File: src/svfs_pkg.sv
// shared constants and types of the servo fault supervisor
package svfs_pkg;

  //////////////////////////////////////////////////////////////////////////////
  // clock and display timing
  localparam int unsigned CLK_HZ         = 40_000_000;
  localparam int unsigned MS_PER_S       = 1000;
  localparam int unsigned DISP_PERIOD_MS = 1000;
  localparam int unsigned DISP_CYCLES    = CLK_HZ / MS_PER_S * DISP_PERIOD_MS;

  //////////////////////////////////////////////////////////////////////////////
  // measurement width and trip ratios
  localparam int unsigned MEAS_W = 16;
  localparam logic [3:0]  OC_NUM = 4'h5;
  localparam logic [3:0]  OC_DEN = 4'h2;
  localparam logic [3:0]  OS_NUM = 4'h5;
  localparam logic [3:0]  OS_DEN = 4'h4;

  //////////////////////////////////////////////////////////////////////////////
  // fault codes and condition vector layout
  localparam int unsigned N_FAULT       = 14;
  localparam logic [4:0]  CODE_NONE     = 5'h00;
  localparam logic [4:0]  CODE_FIRST    = 5'h05;
  localparam logic [4:0]  CODE_CHECKSUM = 5'h0d;
  localparam logic [4:0]  CODE_COMM     = 5'h0e;
  localparam logic [4:0]  CODE_SW_LIM   = 5'h11;
  localparam logic [4:0]  CODE_HW_LIM   = 5'h12;
  localparam logic [4:0]  CODE_TEN      = 5'h0a;
  localparam int unsigned IDX_OC        = 0;
  localparam int unsigned IDX_BALLAST   = 1;
  localparam int unsigned IDX_AMP_TEMP  = 2;
  localparam int unsigned IDX_MOT_TEMP  = 3;
  localparam int unsigned IDX_ENCODER   = 4;
  localparam int unsigned IDX_OS        = 5;
  localparam int unsigned IDX_OVERRANGE = 6;
  localparam int unsigned IDX_GROUND    = 7;
  localparam int unsigned IDX_CHECKSUM  = 8;
  localparam int unsigned IDX_COMM      = 9;
  localparam int unsigned IDX_HW_EN     = 10;
  localparam int unsigned IDX_INPUT_OC  = 11;
  localparam int unsigned IDX_SW_LIM    = 12;
  localparam int unsigned IDX_HW_LIM    = 13;
  localparam logic [13:0] LIMIT_MASK    = 14'h3000;
  localparam logic [7:0]  FAULT_LETTER  = 8'h46;

  //////////////////////////////////////////////////////////////////////////////
  // types
  typedef enum logic [3:0] {
    ST_RUN  = 4'b0001,
    ST_TRIP = 4'b0010,
    ST_STOP = 4'b0100,
    ST_LOCK = 4'b1000
  } svfs_state_e;

  typedef struct packed {
    logic [MEAS_W-1:0] out_current;
    logic [MEAS_W-1:0] rated_current;
    logic [MEAS_W-1:0] shaft_speed;
    logic [MEAS_W-1:0] max_speed;
    logic              ballast_ovl;
    logic              amp_overtemp;
    logic              motor_overtemp;
    logic              enc_break;
    logic              enc_init_fail;
    logic              cur_overrange;
    logic              ground_fault;
    logic              checksum_fail;
    logic              comm_fail;
    logic              input_overcurrent;
    logic              sw_limit_outside;
    logic              hw_limit_tripped;
  } svfs_mon_s;

  typedef struct packed {
    logic [7:0] letter;
    logic [3:0] tens;
    logic [3:0] ones;
    logic       strobe;
  } svfs_disp_s;

  typedef struct packed {
    svfs_state_e st;
    logic [4:0]  code;
    logic        hw_defect;
    logic        sw_armed;
    logic        hw_armed;
    logic        power;
    logic        torque_stop;
    svfs_disp_s  disp;
  } svfs_state_s;

endpackage

File: src/svfs_tick_gen.sv
// periodic one-cycle enable pulse for the display refresh
module svfs_tick_gen #(
  parameter int unsigned PERIOD = 40_000_000
) (
  input  wire logic clk_sys_in,
  input  wire logic rst_in,
  output logic      tick_out
);

  localparam int unsigned CNT_W = $clog2(PERIOD);

  logic [CNT_W-1:0] cnt_q;
  logic             tick_q;

  initial
  begin
    if (PERIOD < 2)
      $error("svfs_tick_gen: PERIOD must be at least 2");
  end

  always_ff @(posedge clk_sys_in)
  begin
    if (rst_in)
    begin
      cnt_q  <= '0;
      tick_q <= 1'b0;
    end
    else if (cnt_q == CNT_W'(PERIOD - 1))
    begin
      cnt_q  <= '0;
      tick_q <= 1'b1;
    end
    else
    begin
      cnt_q  <= cnt_q + 1'b1;
      tick_q <= 1'b0;
    end
  end

  assign tick_out = tick_q;

endmodule

File: src/svfs_supervisor.sv
// fault supervisor: latches fault codes, picks reaction, drives display
module svfs_supervisor
  import svfs_pkg::*;
#(
  parameter int unsigned TICK_CYCLES = DISP_CYCLES
) (
  input  wire logic             clk_sys_in,
  input  wire logic             rst_in,
  input  wire svfs_pkg::svfs_mon_s mon_in,
  input  wire logic             sw_enable_in,
  input  wire logic             hw_enable_in,
  input  wire logic             ack_in,
  output logic                  power_enable_out,
  output logic                  torque_stop_out,
  output logic                  fault_active_out,
  output logic                  locked_out,
  output logic [4:0]            err_code_out,
  output logic                  hw_defect_out,
  output svfs_pkg::svfs_disp_s  disp_out
);

  import svfs_pkg::*;

  initial
  begin
    if (TICK_CYCLES < 2)
      $error("svfs_supervisor: TICK_CYCLES must be at least 2");
  end

  //////////////////////////////////////////////////////////////////////////////
  // functions

  // val * den > lim * num without overflow
  function automatic logic ratio_exceeds(input logic [MEAS_W-1:0] val,
                                         input logic [MEAS_W-1:0] lim,
                                         input logic [3:0]        num,
                                         input logic [3:0]        den);
    logic [MEAS_W+3:0] lhs;
    logic [MEAS_W+3:0] rhs;
    lhs = val * den;
    rhs = lim * num;
    return lhs > rhs;
  endfunction

  // lowest set condition gives the code
  function automatic logic [4:0] first_code(input logic [N_FAULT-1:0] c);
    logic [4:0] r;
    r = CODE_NONE;
    for (int i = N_FAULT - 1; i >= 0; i--)
    begin
      if (c[i])
        r = CODE_FIRST + 5'(i);
    end
    return r;
  endfunction

  // reaction chosen by code
  function automatic svfs_state_e reaction(input logic [4:0] code);
    svfs_state_e r;
    r = ST_TRIP;
    if (code == CODE_CHECKSUM || code == CODE_COMM)
      r = ST_LOCK;
    else if (code == CODE_SW_LIM || code == CODE_HW_LIM)
      r = ST_STOP;
    return r;
  endfunction

  // source condition of a latched code still present
  function automatic logic src_present(input logic [N_FAULT-1:0] c,
                                       input logic [4:0]         code);
    logic [4:0] idx;
    idx = code - CODE_FIRST;
    return c[idx[3:0]];
  endfunction

  //////////////////////////////////////////////////////////////////////////////
  // condition vector

  svfs_state_s        q;
  svfs_state_s        n;
  logic [N_FAULT-1:0] cond;
  logic [4:0]         first_c;
  logic               tick;

  always_comb
  begin
    cond = '0;
    cond[IDX_OC]        = ratio_exceeds(mon_in.out_current, mon_in.rated_current,
                                        OC_NUM, OC_DEN);
    cond[IDX_BALLAST]   = mon_in.ballast_ovl;
    cond[IDX_AMP_TEMP]  = mon_in.amp_overtemp;
    cond[IDX_MOT_TEMP]  = mon_in.motor_overtemp;
    cond[IDX_ENCODER]   = mon_in.enc_break | mon_in.enc_init_fail;
    cond[IDX_OS]        = ratio_exceeds(mon_in.shaft_speed, mon_in.max_speed,
                                        OS_NUM, OS_DEN);
    cond[IDX_OVERRANGE] = mon_in.cur_overrange;
    cond[IDX_GROUND]    = mon_in.ground_fault;
    cond[IDX_CHECKSUM]  = mon_in.checksum_fail;
    cond[IDX_COMM]      = mon_in.comm_fail;
    cond[IDX_HW_EN]     = sw_enable_in & ~hw_enable_in;
    cond[IDX_INPUT_OC]  = mon_in.input_overcurrent;
    cond[IDX_SW_LIM]    = q.sw_armed & mon_in.sw_limit_outside;
    cond[IDX_HW_LIM]    = q.hw_armed & mon_in.hw_limit_tripped;
  end

  assign first_c = first_code(cond);

  //////////////////////////////////////////////////////////////////////////////
  // display refresh enable

  svfs_tick_gen #(
    .PERIOD (TICK_CYCLES)
  ) u_tick (
    .clk_sys_in (clk_sys_in),
    .rst_in     (rst_in),
    .tick_out   (tick)
  );

  //////////////////////////////////////////////////////////////////////////////
  // next state

  always_comb
  begin
    n             = q;
    n.disp.strobe = 1'b0;
    unique case (q.st)
      ST_RUN:
      begin
        if (|cond)
        begin
          n.code        = first_c;
          n.st          = reaction(first_c);
          n.hw_defect   = (reaction(first_c) == ST_LOCK);
          n.power       = (reaction(first_c) == ST_STOP);
          n.torque_stop = (reaction(first_c) == ST_STOP);
          if (first_c == CODE_SW_LIM)
            n.sw_armed = 1'b0;
          if (first_c == CODE_HW_LIM)
            n.hw_armed = 1'b0;
        end
        else
        begin
          n.power = sw_enable_in & hw_enable_in;
        end
      end
      ST_TRIP, ST_STOP:
      begin
        if (ack_in && !src_present(cond, q.code))
        begin
          n.st          = ST_RUN;
          n.code        = CODE_NONE;
          n.power       = 1'b0;
          n.torque_stop = 1'b0;
        end
      end
      ST_LOCK:
      begin
        n.power       = 1'b0;
        n.torque_stop = 1'b0;
      end
    endcase
    if (!q.sw_armed && !mon_in.sw_limit_outside)
      n.sw_armed = 1'b1;
    if (!q.hw_armed && !mon_in.hw_limit_tripped)
      n.hw_armed = 1'b1;
    if (tick && q.st != ST_RUN)
    begin
      n.disp.strobe = 1'b1;
      n.disp.letter = FAULT_LETTER;
      if (q.code >= CODE_TEN)
      begin
        n.disp.tens = 4'h1;
        n.disp.ones = 4'(q.code - CODE_TEN);
      end
      else
      begin
        n.disp.tens = 4'h0;
        n.disp.ones = q.code[3:0];
      end
    end
  end

  always_ff @(posedge clk_sys_in)
  begin
    if (rst_in)
    begin
      q.st          <= ST_RUN;
      q.code        <= CODE_NONE;
      q.hw_defect   <= 1'b0;
      q.sw_armed    <= 1'b1;
      q.hw_armed    <= 1'b1;
      q.power       <= 1'b0;
      q.torque_stop <= 1'b0;
      q.disp        <= '0;
    end
    else
    begin
      q <= n;
    end
  end

  //////////////////////////////////////////////////////////////////////////////
  // outputs

  assign power_enable_out = q.power;
  assign torque_stop_out  = q.torque_stop;
  assign fault_active_out = (q.st != ST_RUN);
  assign locked_out       = (q.st == ST_LOCK);
  assign err_code_out     = q.code;
  assign hw_defect_out    = q.hw_defect;
  assign disp_out         = q.disp;

  logic run_now;
  logic off_fault;
  logic lim_only;
  logic waiting;
  assign run_now   = (q.st == ST_RUN);
  assign off_fault = |(cond & ~LIMIT_MASK);
  assign lim_only  = !off_fault && |(cond & LIMIT_MASK);
  assign waiting   = (q.st == ST_TRIP) || (q.st == ST_STOP);
endmodule

File: config.mk
export PLATFORM = sky130hd
export DESIGN_NAME = svfs_supervisor
export DESIGN_NICKNAME = d
export VERILOG_FILES = /design/src/svfs_pkg.sv /design/src/svfs_tick_gen.sv /design/src/svfs_supervisor.sv
export SDC_FILE = /design/constraint.sdc
export NUM_CORES = 1
export LEC_CHECK = 0
export ABC_AREA = 1
export CORE_MARGIN = 2
export CORE_UTILIZATION = 48
export CTS_CLUSTER_SIZE = 8
export DETAILED_ROUTE_END_ITERATION = 8
export DONT_BUFFER_PORTS = 1
export PLACE_DENSITY = 0.73
export SYNTH_ARGS = -nofsm -noshare
export SYNTH_HDL_FRONTEND = slang
export SYNTH_SLANG_ARGS = --single-unit
File: constraint.sdc
create_clock -name clk_sys_in -period 4.05 [get_ports clk_sys_in]
set_clock_uncertainty 0.15 [all_clocks]
set_input_delay 0.6075 -clock clk_sys_in [delete_from_list [all_inputs] [get_ports clk_sys_in]]
set_output_delay 0.6075 -clock clk_sys_in [all_outputs]
set_load 0.01 [all_outputs]
After elaboration in Yosys (flattened, before gate mapping)
Cells that the tools add are included.
{"block": "totals", "register_bits": 48, "elab_cells": 96, "input_bits": 81}
{"block": "op_classes", "mux": 32, "bitwise_logic": 6, "n_addsub": 3, "mul": 2, "n_reduce_logical": 22, "n_eq_ne": 14, "n_lt_le_gt_ge": 4}
{"op": "5-bit two-way mux", "count": 15}
{"op": "16-bit by 3-bit multiplier with 19-bit output, second input constant", "count": 2}
{"op": "26-bit by 1-bit adder with 26-bit output, second input constant", "count": 1}
{"op": "26-bit == test, second input constant", "count": 1}
{"op": "17-bit by 19-bit greater-than comparator with 1-bit output", "count": 1}
{"op": "18-bit by 19-bit greater-than comparator with 1-bit output", "count": 1}
{"op": "9-bit case mux with 2 select lines", "count": 1}
{"op": "14-bit OR reduction", "count": 1}
{"op": "12-bit two-way mux", "count": 1}
{"op": "4-bit two-way mux", "count": 3}
{"op": "5-bit by 4-bit == test with 1-bit output, second input constant", "count": 2}
{"op": "5-bit == test, second input constant", "count": 2}
{"op": "9-bit two-way mux", "count": 1}
{"op": "3-bit AND reduction", "count": 3}
{"op": "4-bit by 3-bit == test with 1-bit output, second input constant", "count": 2}
{"op": "4-bit == test, second input constant", "count": 2}
{"op": "2-bit OR reduction", "count": 4}
{"op": "1-bit two-way mux", "count": 7}
{"op": "2-bit case mux with 3 select lines", "count": 1}
{"op": "5-bit by 4-bit greater-or-equal comparator with 1-bit output, second input constant", "count": 1}
{"op": "1-bit zero test", "count": 5}
{"op": "4-bit by 5-bit less-than comparator with 1-bit output, second input constant", "count": 1}
{"op": "1-bit AND", "count": 4}
{"op": "1-bit binary-select mux with 4-bit select", "count": 1}
{"op": "other kinds (15)", "count": 20}

Depth between registers and ports, before layout
Gate-level depths: netlist (run 1).
{"block": "logic_depth", "word_depth": 24, "ltp_mapped": 35}

Modules after synthesis
From an unflattened synthesis (run 1), not the netlist that was laid out.
{"block": "hier_totals", "cells_unflattened": 798, "area_unflattened_um2": 5366.4}
{"module": "svfs_supervisor", "seq_area_each_um2": 420.4, "n_inst": 1, "area_each_um2": 3936.3, "cells_per_inst": 578}
{"module": "svfs_tick_gen", "seq_area_each_um2": 540.5, "n_inst": 1, "area_each_um2": 1430.1, "cells_per_inst": 220}

Worst setup path after synthesis (run 1)
Ideal clock, no wire load.
{"block": "synth_path", "path_type": "input port to flip-flop", "startpoint": "input mon_in[13] (netlist name)", "endpoint": "register q[30] (netlist name)", "setup_time_ns": 0.117, "t_required_ns": 3.783, "arrival_time_ns": 4.128, "stages": 32, "n_path_buf": 0, "path_slack_ns": -0.345, "cell_sequence": "ha_1 > ha_1 > fa_1 > nand3_1 > nand2_1 > nand2_1 > o211ai_1 > nand2_1 > nand2_1 > nand2_1 > nand2_1 > a21oi_1 > o21bai_1 > nand2_1 > nand2_1 > a21oi_1 > xor2_1 > ha_1 > a21oi_1 > nand2_1 > a21oi_1 > nand2_1 > nand3_2 > nand2_2 > nor2_2 > nand4_1 > nor2_2 > inv_2 > nand2_2 > nand2_4 > o21ai_0 > nor2_1"}
{"block": "synth_via", "elab_chain_cells": 13, "elab_cells_between_ends": 22, "classes_between": "mul: 1; order compare: 1; eq/ne: 4; mux: 11; reduce/logical: 5"}
{"item": "from (decl)", "line_no": "svfs_supervisor.sv:9", "source": "input wire svfs_pkg::svfs_mon_s mon_in,"}
{"item": "16-bit by 3-bit multiplier with 19-bit output *", "line_no": "svfs_supervisor.sv:41", "source": "rhs = lim * num;"}
{"item": "18-bit by 19-bit greater-than comparator with 1-bit output *", "line_no": "svfs_supervisor.sv:42", "source": "return lhs > rhs;"}
{"item": "5-bit two-way mux (6 in a row)", "line_no": "svfs_supervisor.sv:51", "source": "if (c[i])"}
{"item": "5-bit by 4-bit == test with 1-bit output", "line_no": "svfs_supervisor.sv:61", "source": "if (code == CODE_CHECKSUM || code == CODE_COMM)"}
{"item": "1-bit logical OR", "line_no": "svfs_supervisor.sv:61"}
{"item": "4-bit two-way mux", "line_no": "svfs_supervisor.sv:61"}
{"item": "12-bit two-way mux", "line_no": "svfs_supervisor.sv:129", "source": "if (|cond)"}
{"item": "9-bit case mux with 2 select lines", "line_no": "svfs_supervisor.sv:126", "source": "unique case (q.st)"}
{"item": "to (signal assigned)", "line_no": "svfs_supervisor.sv:198", "source": "q <= n;"}
{"item": "to (decl)", "line_no": "svfs_supervisor.sv:79", "source": "svfs_state_s q;"}
Mark *: on every way between the ends. The rest lies on a longest branch, timed or not. The select of a mux whose other input is x is not followed.
A chain may end at the register's enable or synchronous reset.

Worst setup path after layout (run 1)
{"block": "layout_path", "startpoint": "input mon_in[13] (netlist name)", "endpoint": "register q, in the netlist err_code_out[0]"}
{"block": "layout_via", "elab_chain_cells": 10, "elab_cells_between_ends": 18, "classes_between": "mul: 1; order compare: 1; eq/ne: 2; mux: 10; reduce/logical: 4"}
{"item": "16-bit by 3-bit multiplier with 19-bit output *", "line_no": "svfs_supervisor.sv:41"}
{"item": "18-bit by 19-bit greater-than comparator with 1-bit output *", "line_no": "svfs_supervisor.sv:42"}
{"item": "5-bit two-way mux (6 in a row)", "line_no": "svfs_supervisor.sv:51"}
{"item": "12-bit two-way mux", "line_no": "svfs_supervisor.sv:129"}
{"item": "9-bit case mux with 2 select lines", "line_no": "svfs_supervisor.sv:126"}
Marked as above.

==> flow_summary.toml, run 1 <==
[die]
die_area_um2 = 11700
initial_core_util_pct = 48.7
rows = 38
die_y_um = 108
die_x_um = 108
core_um2 = 10700
ios = 108

[cells_and_area]
layout_common_cells = "nand2_1, inv_1, ha_1"
design_area_um2 = 5880
area_growth_pct = 12.7
drive_above_1_share_pct = 17.7
nets = 948
final_common_cell = "nand2_1"
diodes = 0
fillerInstances = 1020

[global_routing]
grt_pass1_wl_mm = 20.1
grt-ovfl-total = 0
antenna_found_initial = 0
grt_max_degree = 17
first_global_vias = 4750
track_usage_pct = 20.7

[worst_setup_path]
r2r_slack_ns = 1.23
cpMostUsedCell = "nand2_1"
worst-path-buf-inv = 2
crit_path_start = "mon_in[13]"
crit_path_start_kind = "primary input"
worstPathArrival_ns = 4.33
cp_max_fo = 7
cp_data_required_time_ns = 4.17
worstSetupEndpointType = "flop"
r2r-end = "torque_stop_out"
worstSetupPathType = "primary input to flop"
endpoint = "err_code_out[0]"
cp.depth = 33
crit_path_top_delay_cell = "fa_2"
cp_top_family = "simple AND/OR/NAND/NOR gates"
ff2ff_path_depth = 14
r2r-start = "err_code_out[0]"
max_stage_delay_ns = 0.35

[yosys]
yosys.area.top_type = "ha_1"
yosysSeqAreaShare_pct = 18.4
netlist_instances = 741
ys_seq_elements = 48
syn_area_um2 = 5220
synth_top_area_share_pct = 22.6
async_reset_ff_share_pct = 0
yosysWarnings = 0
synth_edf_count = 0
ys_types = 44
syn_area_per_cell_um2 = 7.04
synth_area_leaders = "ha_1, dfxtp_1, nand2_1"
synth-main-ff-cell = "dfxtp_1"

[power_and_ir_drop]
p_comb_share_pct = 51.3
power_frac_clock_pct = 20.6
switchingPower_w = 0.000881
p_seq_share_pct = 28.1
p_leak_nw = 2.82
vdd_drop_max_v = 0.000211
p_sw_share_pct = 42.6
p_per_area_nw_per_um2 = 352
fin_total_pwr_w = 0.00207
p_int_w = 0.00119

[place]
post_dp_cell_area_um2 = 5600
hpwlAfterDp_mm = 10.1
portBuffers = 0
gp_congestion = 0.951

[routing]
vias_per_cell = 5.32
drtPass1Iterations = 5
ant_nets = 0
routed-via-count = 4855
drcViolationCount = 0
drt_wl_total_mm = 12.0
drt_iter0_drc = 171
post_drt_wl_per_cell_um = 13.2

[sta]
slew_headroom_pct = 58.7
final_max_slew_viol_count = 0
fin_ws_ns = -0.168
min_period_ns = 4.22
setup_viol = 14
rsz0062_at_grt = "yes"
timing.final.crit_share_pct = 104
hold_violations = 0
max_freq_ghz = 0.237
worstMarginPinSlew_ns = 0.615

[clock_network]
cts_buffers = 5
cts-root-buf = "clkbuf_8"
numClockSinks = 48
clkTransAtPathRegs_ns = 0.10
worstSkewPairLatency_ns = 0.32
cts_buffer_depth = 2
ctsHoldBuffers = 0
cts_tree = "built"
ctsHtreeMaxLevel = 2

[hold_path]
hold_class = "primary input to flop"

[status]
status = "complete, but fails checks"
violations = "setup timing"

[run]
cap_viol_max_count = 0
-- registers in the layout (all words and copies together) (netlist names) --
name,flops
err_code_out,5
power_enable_out,1
hw_defect_out,1
u_tick.cnt_q,26
q,6
u_tick.tick_out,1
torque_stop_out,1
disp_out,7
-- cells in the mapped netlist, types with 4 or more instances --
library cell and n:
nand2_1 144, ha_1 94, inv_1 88, a21oi_1 62, nor2_1 61, dfxtp_1 48, nand3_1 35, o21ai_0 25
buf_4 22, xor2_1 20, nand2_2 12, nand4_1 11, inv_2 10, nor3_1 10, xnor2_1 10, nor4_1 8
nand3_2 7, o211ai_1 7, o21ai_1 7, a31oi_1 6, a21oi_2 5, nor2_2 5, nor3b_1 5, nor3_2 4
o21bai_1 4
-- power by group through the flow --
stage          Clock (W)  Combinational (W)  Sequential [W]
6_report        0.000427            0.00106        0.000582
5_1_grt         0.000451            0.00121        0.000592
4_1_cts         0.000433            0.00104        0.000582
3_5_place_dp           0            0.00101        0.000592
3_3_place_gp           0           0.000972        0.000589
2_1_floorplan          0           0.000821        0.000555
-- metrics by stage --
stage	hold WS [ns]	utilization, %	setup TNS [ns]	setup slack, ns	cells
after CTS	0.174	54.3	-0.169	-0.0447	911
after floorplan	0.268	-	-3.05	-0.279	748
after detailed placement	0.293	52.3	-6.28	-0.496	898
after global placement	0.278	52.3	-5.14	-0.410	898
after global routing	0.169	54.9	-5.53	-0.455	912
final	0.182	54.9	-1.89	-0.168	912
-- layout make-up --
cell class                 instances  area [um2]  area share (%)
clock buffer                       5        68.8            1.17
tap                              140         175            2.98
clock inverter                     3        68.8            1.17
inverter                         101         384            6.53
timing repair buffer              43         327            5.56
multi-input combinational        572        3890            66.2
sequential                        48         961            16.3
-- worst min-delay path by stage --
| stage | from | end | slack, ns | depth (start not counted) |
|---|---|---|---|---|
| 6_report | rst_in | q[29] | 0.18 | 1 |
| 4_1_cts | rst_in | q[29] | 0.17 | 1 |
| 5_1_grt | rst_in | err_code_out[1] | 0.17 | 1 |
| 3_3_place_gp | u_tick.cnt_q[0] | u_tick.cnt_q[0] | 0.28 | 1 |
| 2_1_floorplan | u_tick.cnt_q[0] | u_tick.cnt_q[0] | 0.27 | 1 |
| 3_5_place_dp | u_tick.cnt_q[0] | u_tick.cnt_q[0] | 0.29 | 1 |
-- routing by layer --
metal	share of wire, %	global-route usage [%]	up-vias
met4	2.4	6.78	0
li1	-	-	2507
met3	5.6	4.58	25
met2	50	37.9	113
met5	0	0	-
met1	42	23.7	2210
-- kinds of logic (layout without fill, tap and decap cells) --
kind of cell	count (synthesis)	in the layout	share of synthesized area [%]
AOI/OAI and AO/OA	124	124	13.4
xor gates and xnor gates	30	30	5.04
adders and majority gates	96	96	23.3
buffers and inverters	128	152	10.9
DFF	48	48	18.4
other	1	8	0.0719
and+or+nand+nor	314	314	28.8
-- timing repair --
item / in CTS / in global routing
pin swaps: 25 / 10
endpoints found under the setup margin: 14 / 14
gates resized for setup: 8 / 14
cloned: 0 / 0
hold endpoints to repair: 0 / 0
setup buffers: 5 / 1
Power figures use the tool's default switching activity.
==> run 2, diff against run 1 <==
--- a/config.mk
+++ b/config.mk
@@ -5,7 +5,7 @@
 export SDC_FILE = /design/constraint.sdc
 export NUM_CORES = 1
 export LEC_CHECK = 0
-export ABC_AREA = 1
+export CORE_ASPECT_RATIO = 1.4
 export CORE_MARGIN = 2
 export CORE_UTILIZATION = 48
 export CTS_CLUSTER_SIZE = 8
==> flow_summary.toml, run 2 <==
[run]
cap_viol_max_count = 0

[global_routing]
antenna_found_initial = 0
track_usage_pct = 21.9
grt_pass1_wl_mm = 21.1
grt-ovfl-total = 0
grt_max_degree = 26
first_global_vias = 4700

[place]
hpwlAfterDp_mm = 10.4
post_dp_cell_area_um2 = 5550
portBuffers = 0
gp_congestion = 0.914

[routing]
drt_iter0_drc = 203
drtPass1Iterations = 6
ant_nets = 0
vias_per_cell = 5.66
drt_wl_total_mm = 12.6
post_drt_wl_per_cell_um = 15.5
drcViolationCount = 0
routed-via-count = 4614

[cells_and_area]
area_growth_pct = 17.2
final_common_cell = "ha_1"
nets = 853
layout_common_cells = "ha_1, buf_4, nor2_1"
diodes = 0
design_area_um2 = 5930
drive_above_1_share_pct = 18.8
largest_register_ffs = 26
top_register = "u_tick.cnt_q"

[clock_network]
cts_buffers = 5
ctsHtreeMaxLevel = 2
ctsHoldBuffers = 0
cts_tree = "built"
numClockSinks = 48
cts_buffer_depth = 2
cts-root-buf = "clkbuf_16"
clkTransAtPathRegs_ns = 0.07
worstSkewPairLatency_ns = 0.29

[yosys]
yosysSeqAreaShare_pct = 19.0
synth_edf_count = 0
ys_top_cells_by_count = "ha_1, nor2_1, a21oi_1"
netlist_instances = 619
synthMostInstantiatedCell = "ha_1"
yosys.area.top_type = "ha_1"
yosysWarnings = 0
synth_area_leaders = "ha_1, dfxtp_1, xor2_1"
ys_seq_elements = 48
syn_area_per_cell_um2 = 8.17
syn_area_um2 = 5060
async_reset_ff_share_pct = 0
synth_top_area_share_pct = 23.3
ys_types = 80
synth-main-ff-cell = "dfxtp_1"

[die]
die_area_um2 = 11400
ios = 108
die_y_um = 125
core_um2 = 10300
die_x_um = 90.8
initial_core_util_pct = 49.1
rows = 44

[status]
violations = "setup timing"
status = "complete, but fails checks"

[sta]
worst_hold_slack_ns = 0.230
timing.final.crit_share_pct = 113
hold_violations = 0
min_period_ns = 4.59
slew_headroom_pct = 33.9
worstMarginPinSlew_ns = 0.992
max_freq_ghz = 0.218
rsz0062_at_grt = "yes"
final_max_slew_viol_count = 0
fin_ws_ns = -0.538
setup_viol = 14

[power_and_ir_drop]
vdd_drop_max_v = 0.000394
p_leak_nw = 2.65
p_per_area_nw_per_um2 = 326
fin_total_pwr_w = 0.00193

[worst_setup_path]
r2r_slack_ns = 0.65
cp_max_fo = 5
cp_data_required_time_ns = 4.08
worstSetupEndpointType = "flop"
worstSetupPathType = "primary input to flop"
crit_path_start_kind = "primary input"
worstPathArrival_ns = 4.62

[hold_path]
hold_class = "primary input to flop"
run 2: cell types whose count changed after synthesis, moves of 9 or more:
cell     delta
nand2_1    -99
and3_1     +10
nand3_1     -9
xor2_1     +15
inv_1      -56
nand2_2    -12
inv_2      -10
a21oi_1    -12
run 2: worst max-delay path, cell delays in order:
cell and delay [ns]:
ha_4 0.22, ha_4 0.16, fa_2 0.34, a21o_1 0.18, a21oi_2 0.18, nor2b_2 0.08, o21ai_2 0.18, a21oi_2 0.09
a211o_1 0.28, a31o_1 0.19, a21oi_2 0.14, xor2_1 0.19, ha_1 0.30, nand3_4 0.10, o22ai_2 0.09, nor2_1 0.11
nand3_1 0.10, and3_4 0.22, nor3b_4 0.28, a41oi_4 0.19, and2_4 0.22, a22o_1 0.18
run 2: cells by family (layout without fill, tap and decap cells):
family / count (synthesis) / in the layout / synth area share [%]
AO/OA/AOI/OAI: 142 / 142 / 18.5
XOR/XNOR: 49 / 49 / 8.63
adder cells (fa/ha/maj): 96 / 96 / 24.0
buffers and inverters: 63 / 114 / 6.73
flip-flops: 48 / 48 / 19.0
multiplexers: 2 / 2 / 0.717
other: 1 / 8 / 0.0741
AND/OR/NAND/NOR: 218 / 218 / 22.3
run 2: layer usage:
metal,share of wire [%],up-vias,wire (um),GRT usage [%]
met2,53,140,6620,42.2
li1,-,2331,-,-
met4,2.2,0,279,6.43
met1,39,2115,4950,23.9
met5,0,-,0,0
met3,5.9,28,745,4.22
run 2: final timing paths:
kind | from | endpoint | depth (start not counted)
worst min register to register | u_tick.cnt_q[0] | u_tick.cnt_q[0] | 1
worst min-delay path | rst_in | q[29] | 1
worst max-delay path | mon_in[13] | err_code_out[0] | 22
worst max register to register | err_code_out[0] | err_code_out[0] | 10
run 2: power by group:
group          switching (W)  leakage, nW  internal (W)
sequential         0.0000387        0.389      0.000489
clock               0.000178       0.0840      0.000293
combinational       0.000489         2.18      0.000442
total               0.000706         2.65       0.00122
run 2: per-stage QoR:
step                std cells  setup slack, ns  TNS (ns)  utilization, %
finish                    815           -0.538     -6.95            57.6
floorplan                 626           -0.611     -7.37               -
detailed placement        792           -0.848    -11.23            53.9
global placement          792           -0.756    -10.05            53.9
global route              815           -0.742     -9.68            57.6
CTS                       810           -0.487     -5.60            56.6
run 2: cell type report:
class	instances	area, um2
Clock buffer	5	125
Clock inverter	3	47.5
Fill cell	930	4370
Inverter	34	128
Multi-Input combinational cell	515	3950
Sequential cell	48	961
Tap cell	138	173
Timing Repair Buffer	72	548
run 2: what timing repair did:
item | CTS | global route
pin swaps | 20 | 20
gates resized for setup | 6 | 13
setup endpoints to repair | 14 | 14
setup buffers | 10 | 5
hold endpoints to repair | 0 | 0
